File: src/ssc_pkg.sv
// Package for the sense status capture block: offsets, fields, codes
package ssc_pkg;

	// ****************************************************
	// Register offsets (byte index of each sense byte)
	// ****************************************************
	localparam logic [7:0] SSC_OFF_TOGGLE   = 8'h13;
	localparam logic [7:0] SSC_OFF_CHECK    = 8'h14;
	localparam logic [7:0] SSC_OFF_PHYS_ID  = 8'h15;
	localparam logic [7:0] SSC_OFF_SYMPTOM  = 8'h16;
	// Low byte of the symptom code sits right after the high byte
	localparam logic [7:0] SSC_OFF_SYMP_LO  = 8'h17;

	// ****************************************************
	// Toggle status byte field positions
	// ****************************************************
	localparam int SSC_BIT_CHAN_PTR   = 0;
	localparam int SSC_BIT_DEV_PTR    = 1;
	localparam int SSC_BIT_ARITH_PTR  = 2;
	localparam int SSC_BIT_CARD_SEL   = 3;
	localparam int SSC_BIT_HIGH_SPEED = 5;
	localparam int SSC_BIT_STAGE1_FUL = 6;
	localparam int SSC_BIT_STAGE2_EMP = 7;

	// ****************************************************
	// Reset values
	// ****************************************************
	localparam logic [7:0]  SSC_RST_BYTE  = 8'h00;
	localparam logic [15:0] SSC_RST_WORD  = 16'h0000;

	// ****************************************************
	// Check classification codes
	// ****************************************************
	typedef enum logic [7:0] {
		SSC_CODE_NONE         = 8'h00,
		SSC_CODE_EARLY_END    = 8'h01,
		SSC_CODE_SEL_LOST     = 8'h02,
		SSC_CODE_TAG_SEQ      = 8'h10,
		SSC_CODE_BUS_PARITY   = 8'h20,
		SSC_CODE_UNEXP_L2     = 8'hC2,
		SSC_CODE_CMD_OVERRUN  = 8'hC7,
		SSC_CODE_DEV_PTR      = 8'hC8,
		SSC_CODE_CHAN_PTR     = 8'hC9,
		SSC_CODE_CRC_TO_DEV   = 8'hCA,
		SSC_CODE_CRC_TO_CHAN  = 8'hCB,
		SSC_CODE_TIMEOUT      = 8'hCC,
		SSC_CODE_AUX_NO_RESP  = 8'hCD,
		SSC_CODE_DCHK_RETRY   = 8'hD8,
		SSC_CODE_OVR_RETRY    = 8'hD9
	} ssc_code_type;

	// ****************************************************
	// Event index (one bit per check source, lowest wins)
	// ****************************************************
	localparam int SSC_EV_EARLY_END   = 0;
	localparam int SSC_EV_SEL_LOST    = 1;
	localparam int SSC_EV_TAG_SEQ     = 2;
	localparam int SSC_EV_BUS_PARITY  = 3;
	localparam int SSC_EV_UNEXP_L2    = 4;
	localparam int SSC_EV_CMD_OVERRUN = 5;
	localparam int SSC_EV_CRC_TO_DEV  = 6;
	localparam int SSC_EV_CRC_TO_CHAN = 7;
	localparam int SSC_EV_TIMEOUT     = 8;
	localparam int SSC_EV_AUX_NO_RESP = 9;
	localparam int SSC_EV_DCHK_RETRY  = 10;
	localparam int SSC_EV_OVR_RETRY   = 11;
	localparam int SSC_EV_COUNT       = 12;

	// Model variant selector
	localparam logic SSC_VARIANT_A = 1'b0;
	localparam logic SSC_VARIANT_B = 1'b1;

	// ****************************************************
	// Carriers
	// ****************************************************
	typedef struct packed {
		logic chan_ptr_high;
		logic dev_ptr_high;
		logic arith_ptr_high;
		logic high_speed;
		logic stage1_full;
		logic stage2_empty;
	} ssc_live_type;

	typedef struct packed {
		logic       parity_check;
		logic [1:0] array_addr;
	} ssc_parity_type;

	typedef struct packed {
		logic       xfer_end;
		logic [7:0] dev_ptr;
		logic [7:0] dev_ptr_exp;
		logic [7:0] chan_ptr;
		logic [7:0] chan_ptr_exp;
	} ssc_xfer_type;

	typedef struct packed {
		logic [7:0] addr;
		logic [7:0] wdata;
		logic       wr;
		logic       rd;
	} ssc_bus_type;

endpackage : ssc_pkg

File: src/ssc_sense_capture.sv
// Read-only diagnostic sense bytes of the storage director
// Overview of operation
// - Toggle bit 0 shows channel-side pointer half: 0 low, 1 high.
// - Toggle bit 1 shows device-side pointer half: 0 low, 1 high.
// - Toggle bit 2 shows arithmetic pointer half: 0 low, 1 high.
// - Bit 3 captures array address bit 1 on parity check; bit 4 unused.
// - Bit 5 set while selected channel is high speed.
// - Bit 6 set while first staging register holds a byte.
// - Bit 7 set while second staging register is empty.
// - Byte 20 holds code classifying the microcode detected check.
// - Variant A only: 01 early end, 02 selection lost.
// - Variant B only: 10 bad tag sequence, 20 bus-out parity.
// - Code C2 on an unexpected level 2 interrupt.
// - Code C7 on control command overrun during transfer.
// - At transfer end, pointer mismatches give C8 device, C9 channel.
// - CRC mismatch to device gives CA, to channel gives CB.
// - Code CC on timeout waiting for device interface process.
// - Code CD when auxiliary processor fails to answer a search.
// - Failed data check retry gives D8, failed overrun retry D9.
// - Byte 21 returns switch-sampled physical identifier when addressed.
// - Bytes 22 and 23 return the symptom code.
`timescale 1ns/1ps

module ssc_sense_capture (
	// Clock and reset
	input  wire logic                  i_sys_clk,
	input  wire logic                  i_reset_n,
	// Configuration
	input  wire logic                  i_variant,
	// Live status and fault sources
	input  wire ssc_pkg::ssc_live_type   i_live,
	input  wire ssc_pkg::ssc_parity_type i_parity,
	input  wire ssc_pkg::ssc_xfer_type   i_xfer,
	input  wire logic [ssc_pkg::SSC_EV_COUNT-1:0] i_check_event,
	// Identifier switches and symptom code
	input  wire logic [7:0]            i_id_switches,
	input  wire logic                  i_symptom_load,
	input  wire logic [15:0]           i_symptom,
	// Register port
	input  wire ssc_pkg::ssc_bus_type  i_bus,
	output logic [7:0]                 o_rdata,
	output logic                       o_check_valid
);
	import ssc_pkg::*;

	// ****************************************************
	// State
	// ****************************************************
	logic [7:0]   toggle_reg;
	logic [7:0]   toggle_next;
	logic         card_sel_reg;
	ssc_code_type check_code_reg;
	ssc_code_type check_code_next;
	logic         check_hit;
	logic         check_valid_reg;
	logic [15:0]  symptom_reg;
	logic [7:0]   rdata_reg;

	// ****************************************************
	// Toggle and fault isolation byte
	// ****************************************************

	// Card select latch, held until the next parity check
	always_ff @(posedge i_sys_clk or negedge i_reset_n) begin
		if (!i_reset_n) begin
			card_sel_reg <= 1'b0;
		end else if (i_parity.parity_check) begin
			card_sel_reg <= i_parity.array_addr[1];
		end
	end

	// Assemble the byte; bit 4 stays zero
	always_comb begin
		toggle_next = SSC_RST_BYTE;
		toggle_next[SSC_BIT_CHAN_PTR]   = i_live.chan_ptr_high;
		toggle_next[SSC_BIT_DEV_PTR]    = i_live.dev_ptr_high;
		toggle_next[SSC_BIT_ARITH_PTR]  = i_live.arith_ptr_high;
		toggle_next[SSC_BIT_CARD_SEL]   = card_sel_reg;
		toggle_next[SSC_BIT_HIGH_SPEED] = i_live.high_speed;
		toggle_next[SSC_BIT_STAGE1_FUL] = i_live.stage1_full;
		toggle_next[SSC_BIT_STAGE2_EMP] = i_live.stage2_empty;
	end

	// Registered so reads see one settled snapshot
	always_ff @(posedge i_sys_clk or negedge i_reset_n) begin
		if (!i_reset_n) begin
			toggle_reg <= SSC_RST_BYTE;
		end else begin
			toggle_reg <= toggle_next;
		end
	end

	// ****************************************************
	// Microcode check classification
	// ****************************************************

	// Fixed priority: transfer-end pointer checks, then event order
	always_comb begin
		check_code_next = SSC_CODE_NONE;
		check_hit       = 1'b1;
		if (i_xfer.xfer_end && (i_xfer.dev_ptr != i_xfer.dev_ptr_exp)) begin
			check_code_next = SSC_CODE_DEV_PTR;
		end else if (i_xfer.xfer_end &&
			(i_xfer.chan_ptr != i_xfer.chan_ptr_exp)) begin
			check_code_next = SSC_CODE_CHAN_PTR;
		end else if (i_variant == SSC_VARIANT_A &&
			i_check_event[SSC_EV_EARLY_END]) begin
			check_code_next = SSC_CODE_EARLY_END;
		end else if (i_variant == SSC_VARIANT_A &&
			i_check_event[SSC_EV_SEL_LOST]) begin
			check_code_next = SSC_CODE_SEL_LOST;
		end else if (i_variant == SSC_VARIANT_B &&
			i_check_event[SSC_EV_TAG_SEQ]) begin
			check_code_next = SSC_CODE_TAG_SEQ;
		end else if (i_variant == SSC_VARIANT_B &&
			i_check_event[SSC_EV_BUS_PARITY]) begin
			check_code_next = SSC_CODE_BUS_PARITY;
		end else if (i_check_event[SSC_EV_UNEXP_L2]) begin
			check_code_next = SSC_CODE_UNEXP_L2;
		end else if (i_check_event[SSC_EV_CMD_OVERRUN]) begin
			check_code_next = SSC_CODE_CMD_OVERRUN;
		end else if (i_check_event[SSC_EV_CRC_TO_DEV]) begin
			check_code_next = SSC_CODE_CRC_TO_DEV;
		end else if (i_check_event[SSC_EV_CRC_TO_CHAN]) begin
			check_code_next = SSC_CODE_CRC_TO_CHAN;
		end else if (i_check_event[SSC_EV_TIMEOUT]) begin
			check_code_next = SSC_CODE_TIMEOUT;
		end else if (i_check_event[SSC_EV_AUX_NO_RESP]) begin
			check_code_next = SSC_CODE_AUX_NO_RESP;
		end else if (i_check_event[SSC_EV_DCHK_RETRY]) begin
			check_code_next = SSC_CODE_DCHK_RETRY;
		end else if (i_check_event[SSC_EV_OVR_RETRY]) begin
			check_code_next = SSC_CODE_OVR_RETRY;
		end else begin
			check_hit = 1'b0;
		end
	end

	// Latest check wins; code holds until the next one
	always_ff @(posedge i_sys_clk or negedge i_reset_n) begin
		if (!i_reset_n) begin
			check_code_reg  <= SSC_CODE_NONE;
			check_valid_reg <= 1'b0;
		end else if (check_hit) begin
			check_code_reg  <= check_code_next;
			check_valid_reg <= 1'b1;
		end
	end

	// ****************************************************
	// Identifier and symptom code
	// ****************************************************

	// Symptom code loaded by the storage control
	always_ff @(posedge i_sys_clk or negedge i_reset_n) begin
		if (!i_reset_n) begin
			symptom_reg <= SSC_RST_WORD;
		end else if (i_symptom_load) begin
			symptom_reg <= i_symptom;
		end
	end

	// ****************************************************
	// Read port
	// ****************************************************

	// Identifier read samples the switches at the read strobe itself
	always_ff @(posedge i_sys_clk or negedge i_reset_n) begin
		if (!i_reset_n) begin
			rdata_reg <= SSC_RST_BYTE;
		end else if (i_bus.rd) begin
			unique case (i_bus.addr)
				SSC_OFF_TOGGLE:  rdata_reg <= toggle_reg;
				SSC_OFF_CHECK:   rdata_reg <= check_code_reg;
				SSC_OFF_PHYS_ID: rdata_reg <= i_id_switches;
				SSC_OFF_SYMPTOM: rdata_reg <= symptom_reg[15:8];
				SSC_OFF_SYMP_LO: rdata_reg <= symptom_reg[7:0];
				default:         rdata_reg <= SSC_RST_BYTE;
			endcase
		end else begin
			rdata_reg <= SSC_RST_BYTE;
		end
	end

	assign o_rdata       = rdata_reg;
	assign o_check_valid = check_valid_reg;

endmodule : ssc_sense_capture

File: config.mk
export PLATFORM = sky130hd
export DESIGN_NAME = ssc_sense_capture
export DESIGN_NICKNAME = d
export VERILOG_FILES = /design/src/ssc_pkg.sv /design/src/ssc_sense_capture.sv
export SDC_FILE = /design/constraint.sdc
export NUM_CORES = 1
export LEC_CHECK = 0
export BUFFER_PORTS_ARGS = -buffer_cell sky130_fd_sc_hd__buf_4
export CAP_MARGIN = 30
export CORE_MARGIN = 1.5
export CORE_UTILIZATION = 45
export DETAILED_ROUTE_END_ITERATION = 8
export HOLD_SLACK_MARGIN = 0.02
export PLACE_DENSITY = 0.8
export SLEW_MARGIN = 20
export SYNTH_ARGS = -nofsm -noshare
export SYNTH_HDL_FRONTEND = slang
export SYNTH_SLANG_ARGS = --single-unit
File: constraint.sdc
create_clock -name i_sys_clk -period 1.2 [get_ports i_sys_clk]
set_input_delay 0.12 -clock i_sys_clk [delete_from_list [all_inputs] [get_ports i_sys_clk]]
set_output_delay 0.12 -clock i_sys_clk [all_outputs]
set_load 0.02 [all_outputs]
Word-level counts from Yosys, hierarchy flattened --
Cells that the tools add are included.
Cells by class: eq/ne operators 7, multiplexer cells 30, bitwise operators 1, reduce and logical (&&, ||, !) cells 6
Operators with widths (count):
- 2-to-1 mux 8 bit | 15
- == test 8 x 5 -> 1 bit, second input constant | 5
- one-hot mux 8 bit (5 select lines) | 1
- inequality test 8 bit | 2
- 2-to-1 mux 1 bit | 14
- logical AND 1 bit | 6
- NOT 1 bit | 1
Word-level totals: flip-flop bits (word level) 41, input port bits 100, output and inout port bits 9, word-level logic and storage cells 50

Longest topological paths before layout --
Gate-level depths: netlist (run 1).
word-level depth 14, gate-level depth with buffers 6, mapped depth without buffers 5

Worst setup path before layout (run 1) --
Ideal clock, no wire load.
kind input-to-reg, start point in i_xfer[2] in the netlist's numbering, end point reg check_valid_reg (netlist: o_check_valid), library setup time 0.139 ns, arrival time 1.149 ns, data required time 1.061 ns, slack -0.087 ns, stages on the path 5, path buffers 0, path through xnor2_1 nand4_1 o21ai_2 nand2_2 or4_4
Between the ends: longest elaborated chain between the ends 4
Ends and longest elaborated chain:
- start, declared | line ssc_sense_capture.sv:33 | input wire ssc_pkg::ssc_xfer_type i_xfer,
- inequality test 8 bit | line ssc_sense_capture.sv:104 | (i_xfer.chan_ptr != i_xfer.chan_ptr_exp)) begin
- logical AND 1 bit | line ssc_sense_capture.sv:103 | end else if (i_xfer.xfer_end &&
- 2-to-1 mux 1 bit | line ssc_sense_capture.sv:103
- 2-to-1 mux 1 bit | line ssc_sense_capture.sv:101 | if (i_xfer.xfer_end && (i_xfer.dev_ptr != i_xfer.dev_ptr_exp)) begin
- end signal, assigned | line ssc_sense_capture.sv:143 | check_valid_reg <= 1'b0;
- end signal, assigned | line ssc_sense_capture.sv:146 | check_valid_reg <= 1'b1;
- end, declared | line ssc_sense_capture.sv:55 | logic check_valid_reg;
No other way between the ends. A chain may end at the register's enable or synchronous reset.

Worst setup path in the final report (run 1) --
start point reg toggle_reg[0], end point reg rdata_reg[0] (netlist: o_rdata[0])
Between the ends: longest elaborated chain between the ends 2
Ends and longest elaborated chain:
- start, declared | line ssc_sense_capture.sv:49 | logic [7:0] toggle_reg;
- start signal, assigned | line ssc_sense_capture.sv:89 | toggle_reg <= toggle_next;
- one-hot mux 8 bit (5 select lines) | line ssc_sense_capture.sv:172 | unique case (i_bus.addr)
- 2-to-1 mux 8 bit | line ssc_sense_capture.sv:171 | end else if (i_bus.rd) begin
- end signal, assigned | line ssc_sense_capture.sv:173 | SSC_OFF_TOGGLE: rdata_reg <= toggle_reg;
- end signal, assigned | line ssc_sense_capture.sv:174 | SSC_OFF_CHECK: rdata_reg <= check_code_reg;
- end signal, assigned | line ssc_sense_capture.sv:175 | SSC_OFF_PHYS_ID: rdata_reg <= i_id_switches;
- end, declared | line ssc_sense_capture.sv:57 | logic [7:0] rdata_reg;
No other way between the ends.

==> results.yml, run 1 <==
yosys:
  synthTopCellsByArea: "dfrtp_1 49%, mux2_2 9.3%, xnor2_1 6.8%"
  synth-edff-count: 0
  synth_cells: 185
  synth_top_cell_by_area: "dfrtp_1"
  syn_area_per_cell_um2: 11.11
  yosysSeqAreaShare_pct: 48.72
  synthFlopType: "dfrtp_1"
  async_reset_ff_share_pct: 100.0
  syn_nets: 285
  synth_top_cell_area_share_pct: 48.72
  ys_ff_latch: 40
  syn_area_um2: 2054
  yosys_warnings: 0
  synth_cell_types: 42
critical_path:
  start_kind: "flip-flop"
  crit_slowest_cell: "dfrtp_1"
  cp.arrival_ns: 1.34
  cp_max_fo: 1
  crit_required_ns: 1.37
  r2r-end: "o_rdata[0]"
  reg2reg_setup_slack_ns: 0.03
  slowest_delay_ns: 0.37
  r2r_start: "toggle_reg[0]"
  path_class: "reg -> reg"
  crit_path_end_kind: "flip-flop"
  rr_worst_depth: 4
  worstPathCellList: "mux2_4, a22o_1, a21oi_2, nor2_1"
layout:
  diodes: 0
  drive_gt1_share_pct: 53.46
  layout_common_cells: "125 x buf_4, 40 x dfrtp_1, 22 x nor2_1"
  layout.nets: 417
  fillers: 320
  final_util_pct: 74.60
  final_common_cell: "buf_4"
  syn_to_final_growth_pct: 59.20
  largest_register_ffs: 16
cts:
  worstSkewPairLatency_ns: 0.28
  cts_tree: "yes"
  cts_made_buffers: 5
  cts_setup_buffers: 0
  cts_htree_levels: 2
  clk_pin_slew_ns: 0.07
  clock-sinks: 40
  cts-root-buf: "clkbuf_8"
  clockBufferDepth: 2
global_route:
  grt_pass1_wl_um: 8859
  grt_usage_pct: 22.60
  overflow: 0
  grt_pass1_vias: 1987
  grt_max_degree: 41
  antenna_found_initial: 0
placement:
  dp_hpwl_um: 4231
  gp_congestion: 0.7993
  port_buffers: 98
power_and_ir_drop:
  finalPower_w: 0.003102
  ir_drop_mv: 0.5488
  powerDensity_nw_per_um2: 948.4
  power_leakage_nw: 1.570
run:
  max-cap-violations: 0
sta:
  fin_worst_skew_ns: 0.004039
  period_share_pct: 97.63
  setup_violations: 0
  worst_pin_slew_ns: 0.5704
  period_needed_ns: 1.172
  drv_slew: 0
  rsz0062_at_grt: "yes"
  timing.fmax_mhz: 853.6
  final_hold_viol_count: 0
  slew_headroom_pct: 61.89
  holdWs_ns: 0.06530
run_status:
  outcome: "finished, final reports clean"
routing:
  num_vias: 1976
  via_per_inst: 5.341
  drtAntennaViolNets: 0
  wl_per_cell_um: 15.62
  drtPass1Iterations: 6
  first_iter_violations: 115
  wl_um: 5780
  drc_errors: 0
floorplanning:
  start_util_pct: 46.86
  coreArea_um2: 4384
  io_pins: 109
  rows: 24
  dieHeight_um: 70.57
  dieArea_um2: 4980
  die_x_um: 70.57
min_path:
  hold_depth: 2
  min_path_type: "in -> reg"
  hold_path.startpoint: "i_symptom[11]"
  min_to: "symptom_reg[11]"
## power by group
| part | total, W | leakage (nW) | switching, W | internal (W) |
|---|---|---|---|---|
| Clock | 0.000904 | 0.0455 | 0.000435 | 0.000469 |
| Sequential | 0.00147 | 0.489 | 0.0000423 | 0.00143 |
| Combinational | 0.000727 | 1.04 | 0.000272 | 0.000454 |
| Total | 0.00310 | 1.57 | 0.000750 | 0.00235 |
## metal layers
layer	routed length (um)	vias to the layer above	part of all wire (%)	global-route usage [%]
li1	-	934	-	-
met1	2206	938	38	28.68
met2	3071	97	53	40.36
met3	427	7	7.4	3.419
met4	74	0	1.3	6.499
met5	0	-	0	0
## critical path, delay by kind of cell, from the launching register on
| family | cells | cell delay (ns) |
|---|---|---|
| multiplexers | 1 | 0.28 |
| AND/OR/NAND/NOR | 1 | 0.05 |
| flip-flops | 1 | 0.37 |
| AO/OA/AOI/OAI | 2 | 0.36 |
## logic make-up after synthesis
kind of cell,Yosys count,share of synthesized area (%)
AND/OR/NAND/NOR,55,13.82
flip-flops,40,48.72
AO/OA/AOI/OAI,35,12.06
multiplexers,30,16.69
XOR/XNOR,16,6.821
buffers and inverters,9,1.888
## Yosys cell counts, types with 3 or more instances
master / n
nand2_1: 7
mux2_2: 17
nor2b_1: 3
dfrtp_1: 40
nand4_1: 4
mux2_1: 7
nor3_1: 4
a21oi_1: 11
a22o_1: 7
nand2b_1: 4
mux2i_1: 5
nor2_1: 22
xnor2_1: 16
buf_2: 4
clkbuf_1: 3
## cell type report
type | instances | area (um^2) | share of cell area [%]
inverter | 2 | 7.507 | 0.2295
sequential | 40 | 1001 | 30.60
timing repair buffer | 132 | 1008 | 30.83
multi-input combinational | 136 | 1099 | 33.59
tap | 52 | 65.06 | 1.989
clock buffer | 8 | 90.09 | 2.754
## worst max path at each step
stage,from,endpoint,slack (ns)
floorplan,i_check_event[9],o_check_valid,-0.01
finish,toggle_reg[0],o_rdata[0],0.03
detailed placement,i_check_event[3],check_code_reg[3],-0.18
global route,symptom_reg[0],o_rdata[0],-0.02
global placement,i_check_event[3],check_code_reg[3],-0.15
CTS,symptom_reg[6],o_rdata[6],0.007
## through the flow
stage,instance area [um^2],std cells,setup TNS [ns],worst slack (ns)
final,3271,370,0,0.02849
after global routing,3271,370,-0.04260,-0.02228
after CTS,3252,370,0,0.006891
after detailed placement,3088,355,-1.121,-0.1790
after global placement,3088,355,-0.8143,-0.1524
after floorplan,2117,185,-0.01210,-0.01210
## timing repair
| action | 4_1_cts | 5_1_grt |
|---|---|---|
| pin swaps | 1 | 6 |
| hold buffers | 7 | 0 |
| gates resized for setup | 1 | 6 |
| endpoints found under the hold margin | 46 | 0 |
| endpoints found under the setup margin | 2 | 6 |
Power figures use the tool's default switching activity.
==> run 2, diff against run 1 <==
--- a/config.mk
+++ b/config.mk
@@ -11,7 +11,8 @@
 export CORE_UTILIZATION = 45
 export DETAILED_ROUTE_END_ITERATION = 8
 export HOLD_SLACK_MARGIN = 0.02
-export PLACE_DENSITY = 0.8
+export PLACE_DENSITY = 0.79
+export SETUP_SLACK_MARGIN = 0.15
 export SLEW_MARGIN = 20
 export SYNTH_ARGS = -nofsm -noshare
 export SYNTH_HDL_FRONTEND = slang
==> run 2 against run 1 <==
Net effect:
- utilization is 2.0 points higher
- via count shrank 2.6%
- register-to-register slack better by 0.04 ns
- clock power is 17% higher
- critical path depth unchanged
- combinational power increased by 4.4%
- design area increased by 2.7%
- flip-flop and latch count is the same
- sequential power hardly changed
- count of clock-buffer cells in the layout down 2
- critical endpoint is now o_rdata[2]
- largest power group unchanged
==> results.yml, run 2 (synthesis results as in run 1) <==
run_status:
  outcome: "finished, final reports clean"
cts:
  cts-root-buf: "clkbuf_8"
  clockBufferDepth: 2
  worstSkewPairLatency_ns: 0.28
  cts_made_buffers: 5
  clock-sinks: 40
  cts_tree: "yes"
  cts_htree_levels: 2
  clk_pin_slew_ns: 0.08
routing:
  drc_errors: 0
  first_iter_violations: 108
  via_per_inst: 5.303
  wl_um: 5666
  wl_met2_um: 3127
  top_layer: "met4"
  drtAntennaViolNets: 0
  wl_met3_um: 237
  drtPass1Iterations: 4
  wl_per_cell_um: 15.61
  wl_met1_um: 2183
  num_vias: 1925
layout:
  syn_to_final_growth_pct: 63.46
  drive_gt1_share_pct: 56.91
  multi_input_area_um2: 1195
  fillers: 302
  regArea_um2: 1001
  final_common_cell: "buf_4"
  final_cells: 363
  layout_common_cells: "113 x buf_4, 40 x dfrtp_1, 21 x nor2_1"
  finalInstanceArea_um2: 3358
  diodes: 0
  layout.nets: 410
  largest_register_ffs: 16
power_and_ir_drop:
  power_leakage_nw: 1.593
  ir_drop_mv: 0.7269
  powerDensity_nw_per_um2: 979.4
run:
  max-cap-violations: 0
floorplanning:
  start_util_pct: 46.86
  dieArea_um2: 4980
  coreArea_um2: 4384
  rows: 24
  die_x_um: 70.57
  io_pins: 109
  dieHeight_um: 70.57
critical_path:
  r2r_start: "toggle_reg[2]"
  rr_worst_depth: 4
  reg2reg_setup_slack_ns: 0.07
  cp_top_family: "flip-flops"
  start_kind: "flip-flop"
  cp_max_fo: 1
  critPathLaunch: "toggle_reg[2]"
  r2r-end: "o_rdata[2]"
  path_depth: 4
  crit_slowest_cell: "dfrtp_1"
  cp.arrival_ns: 1.30
  worstPathCellList: "mux2_4, a22o_1, a21oi_2, nor2_1"
  crit_buf_inv: 0
  slowest_delay_ns: 0.37
  path_class: "reg -> reg"
  crit_path_end_kind: "flip-flop"
  endpoint: "o_rdata[2]"
  crit_required_ns: 1.36
sta:
  period_share_pct: 94.56
  period_needed_ns: 1.135
  drv_slew: 0
  timing.fmax_mhz: 881.3
  slew_headroom_pct: 64.37
  setup_violations: 0
  rsz0062_at_grt: "yes"
  fin_worst_skew_ns: 0.006026
  setup_ws_ns: 0.06526
  worst_pin_slew_ns: 0.5334
  final_hold_viol_count: 0
global_route:
  grt_usage_pct: 23.07
  overflow: 0
  antenna_found_initial: 0
  grt_max_degree: 41
  grt_pass1_vias: 2110
  grt_pass1_wl_um: 9149
placement:
  port_buffers: 98
  placed_area_um2: 3069
  dp_slack_ns: -0.2212
  gp_congestion: 0.8490
  placed_cells: 347
  dp_hpwl_um: 4293
min_path:
  min_path_type: "in -> reg"
run 2: power by group:
part / internal, W / leakage, nW / total [W] / switching [W]
registers: 0.00143 / 0.489 / 0.00147 / 0.0000421
logic: 0.000474 / 1.05 / 0.000759 / 0.000285
clock network: 0.000617 / 0.0552 / 0.00106 / 0.000442
run 2: what timing repair did:
action / in CTS / in global routing
buffers inserted: 1 / 0
hold buffers: 7 / 0
setup endpoints to repair: 10 / 13
pin swaps: 10 / 15
resized for setup: 7 / 15
endpoints found under the hold margin: 46 / 0
run 2: worst min-delay path by stage:
stage | startpoint | to | slack [ns] | depth (start not counted)
floorplan | i_reset_n | card_sel_reg | -0.18 | 0
global placement | i_reset_n | symptom_reg[1] | 0.12 | 1
detailed placement | i_reset_n | o_rdata[1] | 0.12 | 1
CTS | i_symptom[7] | symptom_reg[7] | 0.06 | 2
global route | i_symptom[5] | symptom_reg[5] | 0.06 | 2
finish | i_symptom[5] | symptom_reg[5] | 0.07 | 2
run 2: routing by layer:
metal,global-route usage (%),vias to the layer above
li1,-,911
met1,26.52,939
met4,7.547,0
met2,43.19,63
met5,0,-
met3,4.274,12
run 2: cell type report:
| cell class | count | share of cell area (%) |
|---|---|---|
| multi-input combinational | 136 | 35.58 |
| inverter | 2 | 0.2235 |
| timing repair buffer | 125 | 29.25 |
| tap | 52 | 1.937 |
| clock buffer | 6 | 2.161 |
| sequential | 40 | 29.81 |
| clock inverter | 2 | 1.043 |
run 2: worst register-to-register path, delay by kind of cell, from the launching register on:
kind / cells / cell delay (ns)
mux: 1 / 0.26
simple gates: 1 / 0.05
flops: 1 / 0.37
compound gates: 2 / 0.34
run 2: metrics by stage:
stage                     util (%)  hold WS (ns)  power [W]  setup TNS [ns]
after floorplan                  -       -0.1756   0.001805               0
final                        76.60       0.06929   0.003289               0
after global routing         76.60       0.05961   0.003442               0
after detailed placement     70.01        0.1211   0.002195          -1.022
after global placement       70.01        0.1172   0.002165         -0.6749
after CTS                    75.17       0.06469   0.003285               0
